==> config.mk <==
export PLATFORM = sky130hd
export DESIGN_NAME = pxo_port_de_override
export DESIGN_NICKNAME = d
export VERILOG_FILES = /design/src/hdl/pxo_pkg.sv /design/src/hdl/pxo_spike_filter.sv /design/src/hdl/pxo_port_de_override.sv
export SDC_FILE = /design/constraint.sdc
export NUM_CORES = 1
export LEC_CHECK = 0
export ABC_AREA = 1
export BUFFER_PORTS_ARGS = -buffer_cell sky130_fd_sc_hd__buf_2
export CORE_MARGIN = 10
export CORE_UTILIZATION = 45
export DETAILED_ROUTE_END_ITERATION = 8
export PLACE_DENSITY = 0.85
export SLEW_MARGIN = 10
export SYNTH_ARGS = -nofsm -noshare
export SYNTH_HDL_FRONTEND = slang
export SYNTH_HIERARCHICAL = 1
export SYNTH_SLANG_ARGS = --single-unit
==> constraint.sdc <==
create_clock -name ref_clk -period 3.4 [get_ports ref_clk]
set_clock_uncertainty 0.15 [all_clocks]
set_input_delay 0.17 -clock ref_clk [delete_from_list [all_inputs] [get_ports ref_clk]]
set_output_delay 0.17 -clock ref_clk [all_outputs]
set_load 0.05 [all_outputs]
==> src/hdl/pxo_pkg.sv <==
package pxo_pkg;

	localparam int PORTD_W = 8;
	localparam int PORTE_W = 4;
	localparam int PIN_W   = PORTD_W + PORTE_W;

	// Port D bit positions
	localparam int PD_RX   = 0;
	localparam int PD_TX   = 1;
	localparam int PD_EXTERNAL_IRQ_ZERO = 2;
	localparam int PD_EXTERNAL_IRQ_ONE = 3;
	localparam int PD_XCK  = 4;
	localparam int PD_TIMER0_COMPARE_B_OUTPUT = 5;
	localparam int PD_TIMER0_COMPARE_A_OUTPUT = 6;

	// Port E bit positions
	localparam int PE_SDA  = 0;
	localparam int PE_SCL  = 1;
	localparam int PE_CAP3 = 2;
	localparam int PE_MOSI = 3;

	// First pin-change source number on port D bit 0
	localparam int PCINT_BASE = 16;

	// Reset values of the pad-facing flops
	localparam logic RST_PAD_OUT  = 1'b0;
	localparam logic RST_PAD_OE_N = 1'b1;
	localparam logic RST_PULLUP   = 1'b0;
	localparam logic RST_LEVEL    = 1'b0;
	localparam logic RST_TW_LEVEL = 1'b1;

	// Spike filter timing
	localparam int CLK_PERIOD_PS = 8000;
	localparam int SPIKE_NS      = 50;
	localparam int SPIKE_CYC     = (SPIKE_NS * 1000 + CLK_PERIOD_PS - 1) / CLK_PERIOD_PS;
	localparam int SPIKE_CNT_W   = 3;

	typedef struct packed {
		logic pu_en;
		logic pu_val;
		logic dd_en;
		logic dd_val;
		logic pv_en;
		logic pv_val;
		logic di_en;
		logic di_val;
	} pxo_ovr_t;

	localparam pxo_ovr_t OVR_NONE = '{default: 1'b0};

endpackage

==> src/hdl/pxo_spike_filter.sv <==
`timescale 1ns/1ps
module pxo_spike_filter
	import pxo_pkg::*;
(
	input  wire logic ref_clk,
	input  wire logic rst,
	input  wire logic raw_in,
	output logic      clean_out
);

	localparam logic [SPIKE_CNT_W-1:0] CNT_LAST = SPIKE_CNT_W'(SPIKE_CYC - 1);
	localparam logic [SPIKE_CNT_W-1:0] CNT_ZERO = '0;
	localparam logic [SPIKE_CNT_W-1:0] CNT_ONE  = SPIKE_CNT_W'(1);

	logic [SPIKE_CNT_W-1:0] cnt_q;
	logic [SPIKE_CNT_W-1:0] cnt_d;
	logic                   clean_q;
	logic                   clean_d;
	wire                    differs = raw_in != clean_q;
	wire                    settled = differs && (cnt_q == CNT_LAST);

	// A new level must hold for the full window before it is passed on
	assign cnt_d   = (!differs || settled) ? CNT_ZERO : cnt_q + CNT_ONE;
	assign clean_d = settled ? raw_in : clean_q;

	always_ff @(posedge ref_clk or posedge rst)
	begin
		if (rst)
		begin
			cnt_q   <= CNT_ZERO;
			clean_q <= RST_TW_LEVEL;
		end
		else
		begin
			cnt_q   <= cnt_d;
			clean_q <= clean_d;
		end
	end

	assign clean_out = clean_q;

endmodule

==> src/hdl/pxo_port_de_override.sv <==
// What this block does
// - Serial transmitter enabled forces D1 output, drives transmit data, pull-up off.
// - Serial receiver enabled forces D0 input and feeds its level to the receiver.
// - Forced D0 input gets pull-up only when data bit set and pull-ups allowed.
// - SPI1 slave forces E3 input and feeds its level as slave data input.
// - SPI1 master keeps E3 direction from register and drives master data output.
// - With SPI1 forcing E3 input, the data bit still controls its pull-up.
// - Two-wire enable detaches E1 and makes it the bidirectional clock line.
// - Two-wire enable detaches E0 and makes it the bidirectional data line.
// - Two-wire clock and data inputs reject pulses shorter than 50 ns.
// - Two-wire pins only pull low or release; they never drive high.
// - Comparator output enable, with two-wire off, overrides E0 pull-up and direction, drives comparator result.
// - E2 level goes to timer 3 capture, E0 level to timer 4 capture.
// - E3 level feeds timer 3 count source, E1 level feeds timer 4.
// - Each pin feeds pin-change source 16..27; input enabled when unmasked and grouped.
// - D3 input enabled by external interrupt 1 or unmasked source 19 with group 2.
// - D2 input enabled by external interrupt 0 or unmasked source 18 with group 1.
// - Global pull-up disable turns off every pull-up on both ports.
`timescale 1ns/1ps
module pxo_port_de_override
	import pxo_pkg::*;
(
	input  wire logic               ref_clk,
	input  wire logic               rst,
	// Port registers and global controls
	input  wire logic [PORTD_W-1:0] portd_data,
	input  wire logic [PORTD_W-1:0] portd_dir,
	input  wire logic [PORTE_W-1:0] porte_data,
	input  wire logic [PORTE_W-1:0] porte_dir,
	input  wire logic               global_pullup_disable,
	input  wire logic               sleep_input_gate,
	// Pads
	input  wire logic [PORTD_W-1:0] portd_pad_in,
	output logic      [PORTD_W-1:0] portd_pad_out,
	output logic      [PORTD_W-1:0] portd_pad_oe_n,
	output logic      [PORTD_W-1:0] portd_pullup,
	input  wire logic [PORTE_W-1:0] porte_pad_in,
	output logic      [PORTE_W-1:0] porte_pad_out,
	output logic      [PORTE_W-1:0] porte_pad_oe_n,
	output logic      [PORTE_W-1:0] porte_pullup,
	// Sampled pin levels for the input registers
	output logic      [PORTD_W-1:0] portd_pin_level,
	output logic      [PORTE_W-1:0] porte_pin_level,
	// Serial 0
	input  wire logic               serial0_transmitter_enable,
	input  wire logic               serial0_tx_line,
	input  wire logic               serial0_receiver_enable,
	output logic                    serial0_rx_line,
	input  wire logic               serial_synchronous_select,
	input  wire logic               serial0_clock_drive,
	output logic                    serial0_external_clock,
	// Timer compare outputs
	input  wire logic               timer0_compare_a_enable,
	input  wire logic               timer0_compare_a_output,
	input  wire logic               timer0_compare_b_enable,
	input  wire logic               timer0_compare_b_output,
	input  wire logic               timer2_compare_b_enable,
	input  wire logic               timer2_compare_b_output,
	// Timer inputs
	output logic                    timer0_count_input,
	output logic                    timer1_count_input,
	output logic                    timer3_count_input,
	output logic                    timer4_count_input,
	output logic                    timer3_capture_input,
	output logic                    timer4_capture_input,
	// SPI1
	input  wire logic               spi_one_enable,
	input  wire logic               spi_controller_role,
	input  wire logic               spi_one_master_out,
	output logic                    spi_one_data_line,
	output logic                    spi_one_select_line,
	// Two-wire interface 1
	input  wire logic               twowire_enable,
	input  wire logic               twowire_one_clock_pull_low,
	input  wire logic               twowire_one_data_pull_low,
	output logic                    twowire_one_clock_line,
	output logic                    twowire_one_data_line,
	// Analog comparator and analog inputs
	input  wire logic               comparator_output_enable,
	input  wire logic               comparator_result,
	input  wire logic               analog6_digital_input_disable,
	input  wire logic               analog7_digital_input_disable,
	// Interrupt inputs
	input  wire logic               external_irq_zero_enable,
	input  wire logic               external_irq_one_enable,
	input  wire logic [PIN_W-1:0]   pin_change_mask,
	input  wire logic               pin_change_group1_enable,
	input  wire logic               pin_change_group2_enable,
	input  wire logic               pin_change_group3_enable,
	output logic                    external_irq_zero,
	output logic                    external_irq_one,
	output logic      [PIN_W-1:0]   pin_change_level
);

	pxo_ovr_t        ovr [PIN_W];
	wire [PIN_W-1:0] reg_data = {porte_data, portd_data};
	wire [PIN_W-1:0] reg_dir  = {porte_dir, portd_dir};
	wire [PIN_W-1:0] pad_in   = {porte_pad_in, portd_pad_in};
	wire             pu_ok    = !global_pullup_disable;

	// Pin-change enables per source, D on group 2 except D2, E on group 3
	wire [PIN_W-1:0] pc_on;
	assign pc_on[PORTD_W-1:0] = pin_change_mask[PORTD_W-1:0] & {PORTD_W{pin_change_group2_enable}};
	assign pc_on[PIN_W-1:PORTD_W] = pin_change_mask[PIN_W-1:PORTD_W] & {PORTE_W{pin_change_group3_enable}};
	wire pc18_on = pin_change_mask[PD_EXTERNAL_IRQ_ZERO] && pin_change_group1_enable;

	// Role decodes
	wire spi_master = spi_one_enable && spi_controller_role;
	wire spi_slave  = spi_one_enable && !spi_controller_role;
	wire aco_drive  = comparator_output_enable && !twowire_enable;

	// Port D override sources
	assign ovr[PD_RX] = '{
		pu_en: serial0_receiver_enable, pu_val: portd_data[PD_RX] && pu_ok,
		dd_en: serial0_receiver_enable, dd_val: 1'b0,
		pv_en: 1'b0, pv_val: 1'b0,
		di_en: pc_on[PD_RX], di_val: 1'b1};
	assign ovr[PD_TX] = '{
		pu_en: serial0_transmitter_enable, pu_val: 1'b0,
		dd_en: serial0_transmitter_enable, dd_val: 1'b1,
		pv_en: serial0_transmitter_enable, pv_val: serial0_tx_line,
		di_en: pc_on[PD_TX], di_val: 1'b1};
	assign ovr[PD_EXTERNAL_IRQ_ZERO] = '{
		pu_en: 1'b0, pu_val: 1'b0, dd_en: 1'b0, dd_val: 1'b0,
		pv_en: 1'b0, pv_val: 1'b0,
		di_en: external_irq_zero_enable || pc18_on, di_val: 1'b1};
	// Compare outputs replace only the value; direction stays with software
	assign ovr[PD_EXTERNAL_IRQ_ONE] = '{
		pu_en: 1'b0, pu_val: 1'b0, dd_en: 1'b0, dd_val: 1'b0,
		pv_en: timer2_compare_b_enable, pv_val: timer2_compare_b_output,
		di_en: external_irq_one_enable || pc_on[PD_EXTERNAL_IRQ_ONE], di_val: 1'b1};
	assign ovr[PD_XCK] = '{
		pu_en: 1'b0, pu_val: 1'b0, dd_en: 1'b0, dd_val: 1'b0,
		pv_en: serial_synchronous_select, pv_val: serial0_clock_drive,
		di_en: pc_on[PD_XCK], di_val: 1'b1};
	assign ovr[PD_TIMER0_COMPARE_B_OUTPUT] = '{
		pu_en: 1'b0, pu_val: 1'b0, dd_en: 1'b0, dd_val: 1'b0,
		pv_en: timer0_compare_b_enable, pv_val: timer0_compare_b_output,
		di_en: pc_on[PD_TIMER0_COMPARE_B_OUTPUT], di_val: 1'b1};
	assign ovr[PD_TIMER0_COMPARE_A_OUTPUT] = '{
		pu_en: 1'b0, pu_val: 1'b0, dd_en: 1'b0, dd_val: 1'b0,
		pv_en: timer0_compare_a_enable, pv_val: timer0_compare_a_output,
		di_en: pc_on[PD_TIMER0_COMPARE_A_OUTPUT], di_val: 1'b1};
	assign ovr[7] = '{
		pu_en: 1'b0, pu_val: 1'b0, dd_en: 1'b0, dd_val: 1'b0,
		pv_en: 1'b0, pv_val: 1'b0,
		di_en: pc_on[7], di_val: 1'b1};

	// Port E override sources
	assign ovr[PORTD_W+PE_MOSI] = '{
		pu_en: spi_master, pu_val: porte_data[PE_MOSI] && pu_ok,
		dd_en: spi_slave, dd_val: 1'b0,
		pv_en: spi_master, pv_val: spi_one_master_out,
		di_en: pc_on[PORTD_W+PE_MOSI] || analog7_digital_input_disable,
		di_val: pc_on[PORTD_W+PE_MOSI]};
	assign ovr[PORTD_W+PE_CAP3] = '{
		pu_en: 1'b0, pu_val: 1'b0, dd_en: spi_slave, dd_val: 1'b0,
		pv_en: 1'b0, pv_val: 1'b0,
		di_en: pc_on[PORTD_W+PE_CAP3] || analog6_digital_input_disable,
		di_val: pc_on[PORTD_W+PE_CAP3]};
	// Open drain: enable the driver only to pull low, value always zero
	assign ovr[PORTD_W+PE_SCL] = '{
		pu_en: twowire_enable, pu_val: porte_data[PE_SCL] && pu_ok,
		dd_en: twowire_enable, dd_val: twowire_one_clock_pull_low,
		pv_en: twowire_enable, pv_val: 1'b0,
		di_en: pc_on[PORTD_W+PE_SCL], di_val: pc_on[PORTD_W+PE_SCL]};
	assign ovr[PORTD_W+PE_SDA] = '{
		pu_en: twowire_enable || aco_drive,
		pu_val: twowire_enable ? (porte_data[PE_SDA] && pu_ok) : 1'b0,
		dd_en: twowire_enable || aco_drive,
		dd_val: twowire_enable ? twowire_one_data_pull_low : 1'b1,
		pv_en: twowire_enable || aco_drive,
		pv_val: twowire_enable ? 1'b0 : comparator_result,
		di_en: pc_on[PORTD_W+PE_SDA], di_val: pc_on[PORTD_W+PE_SDA]};

	// Per-pin resolution and pad flops
	logic [PIN_W-1:0] pad_out_q;
	logic [PIN_W-1:0] pad_oe_n_q;
	logic [PIN_W-1:0] pullup_q;
	logic [PIN_W-1:0] level_q;
	logic [PIN_W-1:0] pad_out_d;
	logic [PIN_W-1:0] pad_oe_n_d;
	logic [PIN_W-1:0] pullup_d;
	logic [PIN_W-1:0] level_d;

	genvar i;
	generate
		for (i = 0; i < PIN_W; i++)
		begin : g_pin
			wire dir_eff = ovr[i].dd_en ? ovr[i].dd_val : reg_dir[i];
			wire val_eff = ovr[i].pv_en ? ovr[i].pv_val : reg_data[i];
			wire pu_norm = !dir_eff && reg_data[i];
			wire pu_eff  = ovr[i].pu_en ? ovr[i].pu_val : pu_norm;
			wire die_eff = ovr[i].di_en ? ovr[i].di_val : !sleep_input_gate;
			assign pad_out_d[i]  = val_eff;
			assign pad_oe_n_d[i] = !dir_eff;
			// Global disable applied last so no override can re-enable a pull-up
			assign pullup_d[i]   = pu_eff && pu_ok;
			assign level_d[i]    = pad_in[i] && die_eff;
		end
	endgenerate

	always_ff @(posedge ref_clk or posedge rst)
	begin
		if (rst)
		begin
			pad_out_q  <= {PIN_W{RST_PAD_OUT}};
			pad_oe_n_q <= {PIN_W{RST_PAD_OE_N}};
			pullup_q   <= {PIN_W{RST_PULLUP}};
			level_q    <= {PIN_W{RST_LEVEL}};
		end
		else
		begin
			pad_out_q  <= pad_out_d;
			pad_oe_n_q <= pad_oe_n_d;
			pullup_q   <= pullup_d;
			level_q    <= level_d;
		end
	end

	assign portd_pad_out   = pad_out_q[PORTD_W-1:0];
	assign portd_pad_oe_n  = pad_oe_n_q[PORTD_W-1:0];
	assign portd_pullup    = pullup_q[PORTD_W-1:0];
	assign porte_pad_out   = pad_out_q[PIN_W-1:PORTD_W];
	assign porte_pad_oe_n  = pad_oe_n_q[PIN_W-1:PORTD_W];
	assign porte_pullup    = pullup_q[PIN_W-1:PORTD_W];
	assign portd_pin_level = level_q[PORTD_W-1:0];
	assign porte_pin_level = level_q[PIN_W-1:PORTD_W];

	// Two-wire inputs idle high when the interface is off
	wire tw_scl_raw = twowire_enable ? porte_pad_in[PE_SCL] : RST_TW_LEVEL;
	wire tw_sda_raw = twowire_enable ? porte_pad_in[PE_SDA] : RST_TW_LEVEL;

	pxo_spike_filter u_scl_filter
	(
		.ref_clk   (ref_clk),
		.rst       (rst),
		.raw_in    (tw_scl_raw),
		.clean_out (twowire_one_clock_line)
	);

	pxo_spike_filter u_sda_filter
	(
		.ref_clk   (ref_clk),
		.rst       (rst),
		.raw_in    (tw_sda_raw),
		.clean_out (twowire_one_data_line)
	);

	// Peripheral inputs taken from the sampled levels
	assign serial0_rx_line        = level_q[PD_RX];
	assign serial0_external_clock = level_q[PD_XCK];
	assign timer0_count_input     = level_q[PD_XCK];
	assign timer1_count_input     = level_q[PD_TIMER0_COMPARE_B_OUTPUT];
	assign external_irq_zero      = level_q[PD_EXTERNAL_IRQ_ZERO];
	assign external_irq_one       = level_q[PD_EXTERNAL_IRQ_ONE];
	assign timer3_capture_input   = level_q[PORTD_W+PE_CAP3];
	assign timer4_capture_input   = level_q[PORTD_W+PE_SDA];
	assign timer3_count_input     = level_q[PORTD_W+PE_MOSI];
	assign timer4_count_input     = level_q[PORTD_W+PE_SCL];
	assign spi_one_data_line      = level_q[PORTD_W+PE_MOSI];
	assign spi_one_select_line    = level_q[PORTD_W+PE_CAP3];
	assign pin_change_level       = level_q;

endmodule

== After elaboration in Yosys (flattened, before gate mapping) ==
Cells that the tools add are included.

* $add $sub $neg: 2
* Divide/modulo/power cells: 0
* Multipliers: 0
* Bitwise gates (word level): 2
* Order comparisons: 0
* Shift operators: 0
* Reductions and logical operators: 71
* Mux-type cells: 38
* Eq/ne operators: 4

{| class="wikitable"
|+ Operator list
! operator !! count
|-
| 1-bit logical AND || 46
|-
| 1-bit 2-to-1 mux || 36
|-
| 1-bit logical NOT || 18
|-
| 8-bit bitwise AND || 1
|-
| 1-bit logical OR || 7
|-
| 3-bit by 1-bit adder with 3-bit output (second input constant) || 2
|-
| 3-bit == test (second input constant) || 2
|-
| 3-bit 2-to-1 mux || 2
|-
| 4-bit bitwise AND || 1
|-
| 1-bit != test || 2
|}

* Memory bits (read-only): 0
* Output and inout port bits: 74
* RAM bits: 0
* Bits in registers: 56
* Memories kept: 0
* Input port bits: 78
* Bits in latches: 0

== Logic depth before layout (Yosys ltp) ==
* Depth in word-level cells: 8
* Gate-level depth with buffers: 6
* Mapped depth without buffers: 6

== By module ==
The synthesis kept the hierarchy.

{| class="wikitable"
|+ By module, submodules not included
! module !! cells an instance !! sequential area each (um^2) !! times used !! area each (um^2)
|-
| pxo_port_de_override || 183 || 1216.2 || 1 || 1889.3
|-
| pxo_spike_filter || 24 || 101.3 || 2 || 206.4
|}

== Worst setup path before layout ==
OpenSTA, ideal clock, no wires.

* Path kind: register to output
* From: register level_q[10] (netlist: pin_change_level[10])
* To: output pin_change_level[10]
* Data arrival time: 0.923 ns
* Cell stages (with the launch flop): 2
* Data required time: 3.080 ns
* Setup slack: 2.157 ns
* Path buffers: 1
* Path through: dfrtp_1 buf_4

{| class="wikitable"
|+ RTL lines
! what !! line !! text
|-
| from (decl) || pxo_port_de_override.sv:180 || <nowiki>logic [PIN_W-1:0] level_q;</nowiki>
|-
| from (signal assigned) || pxo_port_de_override.sv:210 || <nowiki>level_q <= {PIN_W{RST_LEVEL}};</nowiki>
|-
| from (signal assigned) || pxo_port_de_override.sv:217 || <nowiki>level_q <= level_d;</nowiki>
|-
| to (decl) || pxo_port_de_override.sv:92 || <nowiki>output logic [PIN_W-1:0] pin_change_level</nowiki>
|}

No word-level cell between the ends.

== Worst setup path in the final report ==
* From: input spi_controller_role
* To: register pad_out_q[11]

* Cells in the longest elaborated chain, start to end: 2

{| class="wikitable"
|+ RTL lines
! what !! line !! text
|-
| from (decl) || pxo_port_de_override.sv:68 || <nowiki>input wire logic spi_controller_role,</nowiki>
|-
| 1-bit logical AND || pxo_port_de_override.sv:108 || <nowiki>wire spi_master = spi_one_enable && spi_controller_role;</nowiki>
|-
| 1-bit 2-to-1 mux || pxo_port_de_override.sv:191 || <nowiki>wire val_eff = ovr[i].pv_en ? ovr[i].pv_val : reg_data[i];</nowiki>
|-
| via g_pin[11].val_eff || pxo_port_de_override.sv:191 ||
|-
| to (signal assigned) || pxo_port_de_override.sv:207 || <nowiki>pad_out_q <= {PIN_W{RST_PAD_OUT}};</nowiki>
|-
| to (signal assigned) || pxo_port_de_override.sv:214 || <nowiki>pad_out_q <= pad_out_d;</nowiki>
|-
| to (decl) || pxo_port_de_override.sv:177 || <nowiki>logic [PIN_W-1:0] pad_out_q;</nowiki>
|}

The timed path passes the listed nets, and every way through them passes these cells.
A chain may end at the register's enable or synchronous reset.

==> run_results.csv <==
group,metric,value,unit
yosys,ys_seq_area_share,61.6,%
yosys,synth-seq-cells,56,
yosys,yosys.area.top_type,"dfrtp_1",
cts,htree_levels,2,
sta,min_period,2.06,ns
yosys,syn_inst,231,
global_routing,grt_pass1_vias,2529,
setup_path,crit_buf_inv,4,
setup_path,path_class,"in -> reg",
floorplanning,ioPinCount,152,
setup_path,path_max_fanout,3,
cts,numClockSinks,56,
detailed_routing,antenna_left,0,
cts,cts_buffers,5,
hold_path,min_path_cells,4,
detailed_routing,drc,0,
yosys,postSynthAreaPerCell,9.97,µm²
setup_path,cp-end-kind,"register",
cts,cts.path.max_buffers,2,
global_routing,grt_pass1_wl,12700,µm
cts,root_buffer,"clkbuf_8",
setup_path,path_common_cell,"dlygate4sd3_1",
cells_and_area,area_delta_synth_final,67.5,%
yosys,synth.most_common_cell,"nand2_1",
yosys,synthTopCellsByArea,"dfrtp_1 (46%), dfstp_2 (16%), buf_4 (7.8%)",
detailed_routing,vias_per_cell,4.49,
global_routing,grt_usage,18.9,%
pwr,ir_drop,0.305,mV
status,outcome,"complete, no violations",
detailed_routing,dr.pass1.iters,4,
setup_path,arrival,2.11,ns
yosys,syn_area,2300,µm²
hold_path,worstHoldStart,"comparator_output_enable",
cts,clkTransAtPathRegs,0.10,ns
detailed_routing,drt_iter0_markers,46,
pwr,powerDensity,414,nW/µm²
floorplanning,initial_core_util,47.5,%
cells_and_area,multiInputGateArea,523,µm²
floorplanning,die-area,8380,µm²
yosys,synth_edf_count,0,
detailed_routing,num_vias,2292,
floorplanning,dieWidth,91.5,µm
cts,post-cts-setup-buffers,0,
global_routing,grt_max_degree,49,
sta,hold_violations,0,
sta,setup_slack,1.34,ns
place,gp_congestion,0.801,
setup_path,required,3.44,ns
floorplanning,core.rowCount,25,
pwr,leakage,2.20,nW
yosys,syn-num-nets,313,
cells_and_area,seq_area,1420,µm²
floorplanning,core_area,4850,µm²
global_routing,overflow,0,
place,hpwl,5120,µm
hold_path,hold_path.class,"in -> reg",
setup_path,slowest_delay,0.57,ns
place,portBuffers,151,
cells_and_area,nets,525,
sta,drv_slew,0,
yosys,synthTopCellsByCount,"nand2_1 (48), dfrtp_1 (42), inv_1 (40), buf_4 (24), nor2_1 (18)",
cells_and_area,antenna_cells,0,
cells_and_area,drive_above_1_share,41.2,%
detailed_routing,detail_route.wl_per_cell,15.5,µm
sta,setup_violations,0,
yosys,synthDistinctLibCells,20,
sta,setup-tns-final,0,ns
yosys,ys.flop_type,"dfrtp_1",
setup_path,critPathSlowestCell,"dlygate4sd3_1",
sta,tightestPinTransition,0.956,ns
cts,clock_latency,0.31,ns
detailed_routing,routed_wl,7940,µm
run,cap_violations,0,
setup_path,critical-path-top-delay-family,"buffers and inverters",
setup_path,rr_endpoint,"u_sda_filter/cnt_q[2]$_DFF_PP0_",
sta,fin_crit_sh,60.7,%
hold_path,hold-path-endpoint,"pullup_q[8]$_DFF_PP0_",
cts,cts_tree,"yes",
yosys,synth-warning-count,6,
setup_path,r2r_setup_slack,2.25,ns
setup_path,r2r_start,"u_sda_filter/cnt_q[0]$_DFF_PP0_",
setup_path,ff2ff_path_depth,5,
pwr,finalPower,1.60,mW
cts,hold_buffers,80,
setup_path,path_cells,"dlygate4sd3_1, buf_2, nand3_1, dlygate4sd3_1, nand2_1, dlygate4sd3_1",
cts,cts_resized,0,
place,place_ws,2.16,ns
yosys,synthArstFlopShare,100,%
sta,fmax,485,MHz
cells_and_area,fillCellCount,294,
setup_path,crit_path_start_kind,"input port",
sta,rsz0062_at_grt,"no",
sta,max-slew-margin-rel,36.2,%
floorplanning,die_y,91.5,µm
sta,holdWs,0.0384,ns
yosys,synth_top_area_share,45.7,%
global_routing,antenna_found_initial,0,
-- where the power goes --
group | switching, mW | leakage [nW] | total [mW] | internal (mW)
registers | 0.0150 | 0.685 | 0.722 | 0.707
clock network | 0.214 | 0.0583 | 0.436 | 0.222
logic | 0.290 | 1.46 | 0.441 | 0.150
total | 0.519 | 2.20 | 1.60 | 1.08
-- cell families (layout without fill, tap and decap cells) --
kind of cell,after synthesis,count (layout),share of synthesized area (%)
AOI/OAI and AO/OA,23,23,6.03
adders and majority gates,4,4,2.17
buffers and inverters,68,281,15.7
DFF,56,56,61.6
and+or+nand+nor,80,80,14.5
-- worst max-delay path by stage --
stage	endpoint	from	cells after the start	slack (ns)
2_1_floorplan	pad_out_q[0]$_DFF_PP0_	rst	1	1.96
3_3_place_gp	pad_out_q[4]$_DFF_PP0_	rst	2	2.19
3_5_place_dp	pullup_q[6]$_DFF_PP0_	rst	2	2.16
4_1_cts	pad_out_q[11]$_DFF_PP0_	spi_controller_role	6	1.43
5_1_grt	pad_out_q[11]$_DFF_PP0_	spi_controller_role	6	1.30
6_report	pad_out_q[11]$_DFF_PP0_	spi_controller_role	6	1.34
-- worst min-delay path, delay by kind of cell --
family	cells	cell delay, ns
buffers and inverters	1	0.10
AND/OR/NAND/NOR	3	0.20
-- sequential cells by signal, indices dropped and copies added, names as in the netlist --
name / flops
pullup_q: 12
u_scl_filter/clean_out: 1
pin_change_level: 12
u_sda_filter/clean_out: 1
pad_out_q: 12
u_sda_filter/cnt_q: 3
u_scl_filter/cnt_q: 3
pad_oe_n_q: 12
-- per-stage QoR --
| stage | std cells | utilization [%] | instance area [µm²] |
|---|---|---|---|
| after floorplan | 231 | - | 2300 |
| after global placement | 423 | 60.6 | 2940 |
| after detailed placement | 423 | 60.6 | 2940 |
| after CTS | 511 | 79.5 | 3860 |
| after global routing | 511 | 79.5 | 3860 |
| final | 511 | 79.5 | 3860 |
-- area by class of cell --
| type | instances | share of cell area (%) |
|---|---|---|
| tap | 67 | 2.17 |
| multi-input combinational | 107 | 13.6 |
| clock buffer | 5 | 1.78 |
| sequential | 56 | 36.8 |
| timing repair buffer | 231 | 40.4 |
| clock inverter | 3 | 1.23 |
| inverter | 42 | 4.09 |
-- per-layer routing --
metal  up-vias  GRT usage [%]  part of all wire [%]
met2       117           34.8                    52
met3        17           10.3                    14
met4         0           7.57                   2.8
li1       1086              -                     -
met5         -              0                     0
met1      1072           16.5                    31
-- placed cells by master, fill, tap and decap left out, types with 3 or more instances in the layout --
| master | n |
|---|---|
| a21oi_1 | 7 |
| ha_1 | 4 |
| dfrtp_1 | 42 |
| inv_1 | 39 |
| nand2_1 | 48 |
| buf_2 | 151 |
| nor2_1 | 18 |
| nand2_2 | 4 |
| nor3_1 | 5 |
| o21ai_0 | 5 |
| clkbuf_8 | 5 |
| inv_2 | 3 |
| a21boi_0 | 6 |
| dlygate4sd3_1 | 80 |
| dfstp_2 | 14 |
No activity file was read; power rests on OpenSTA's default activity.
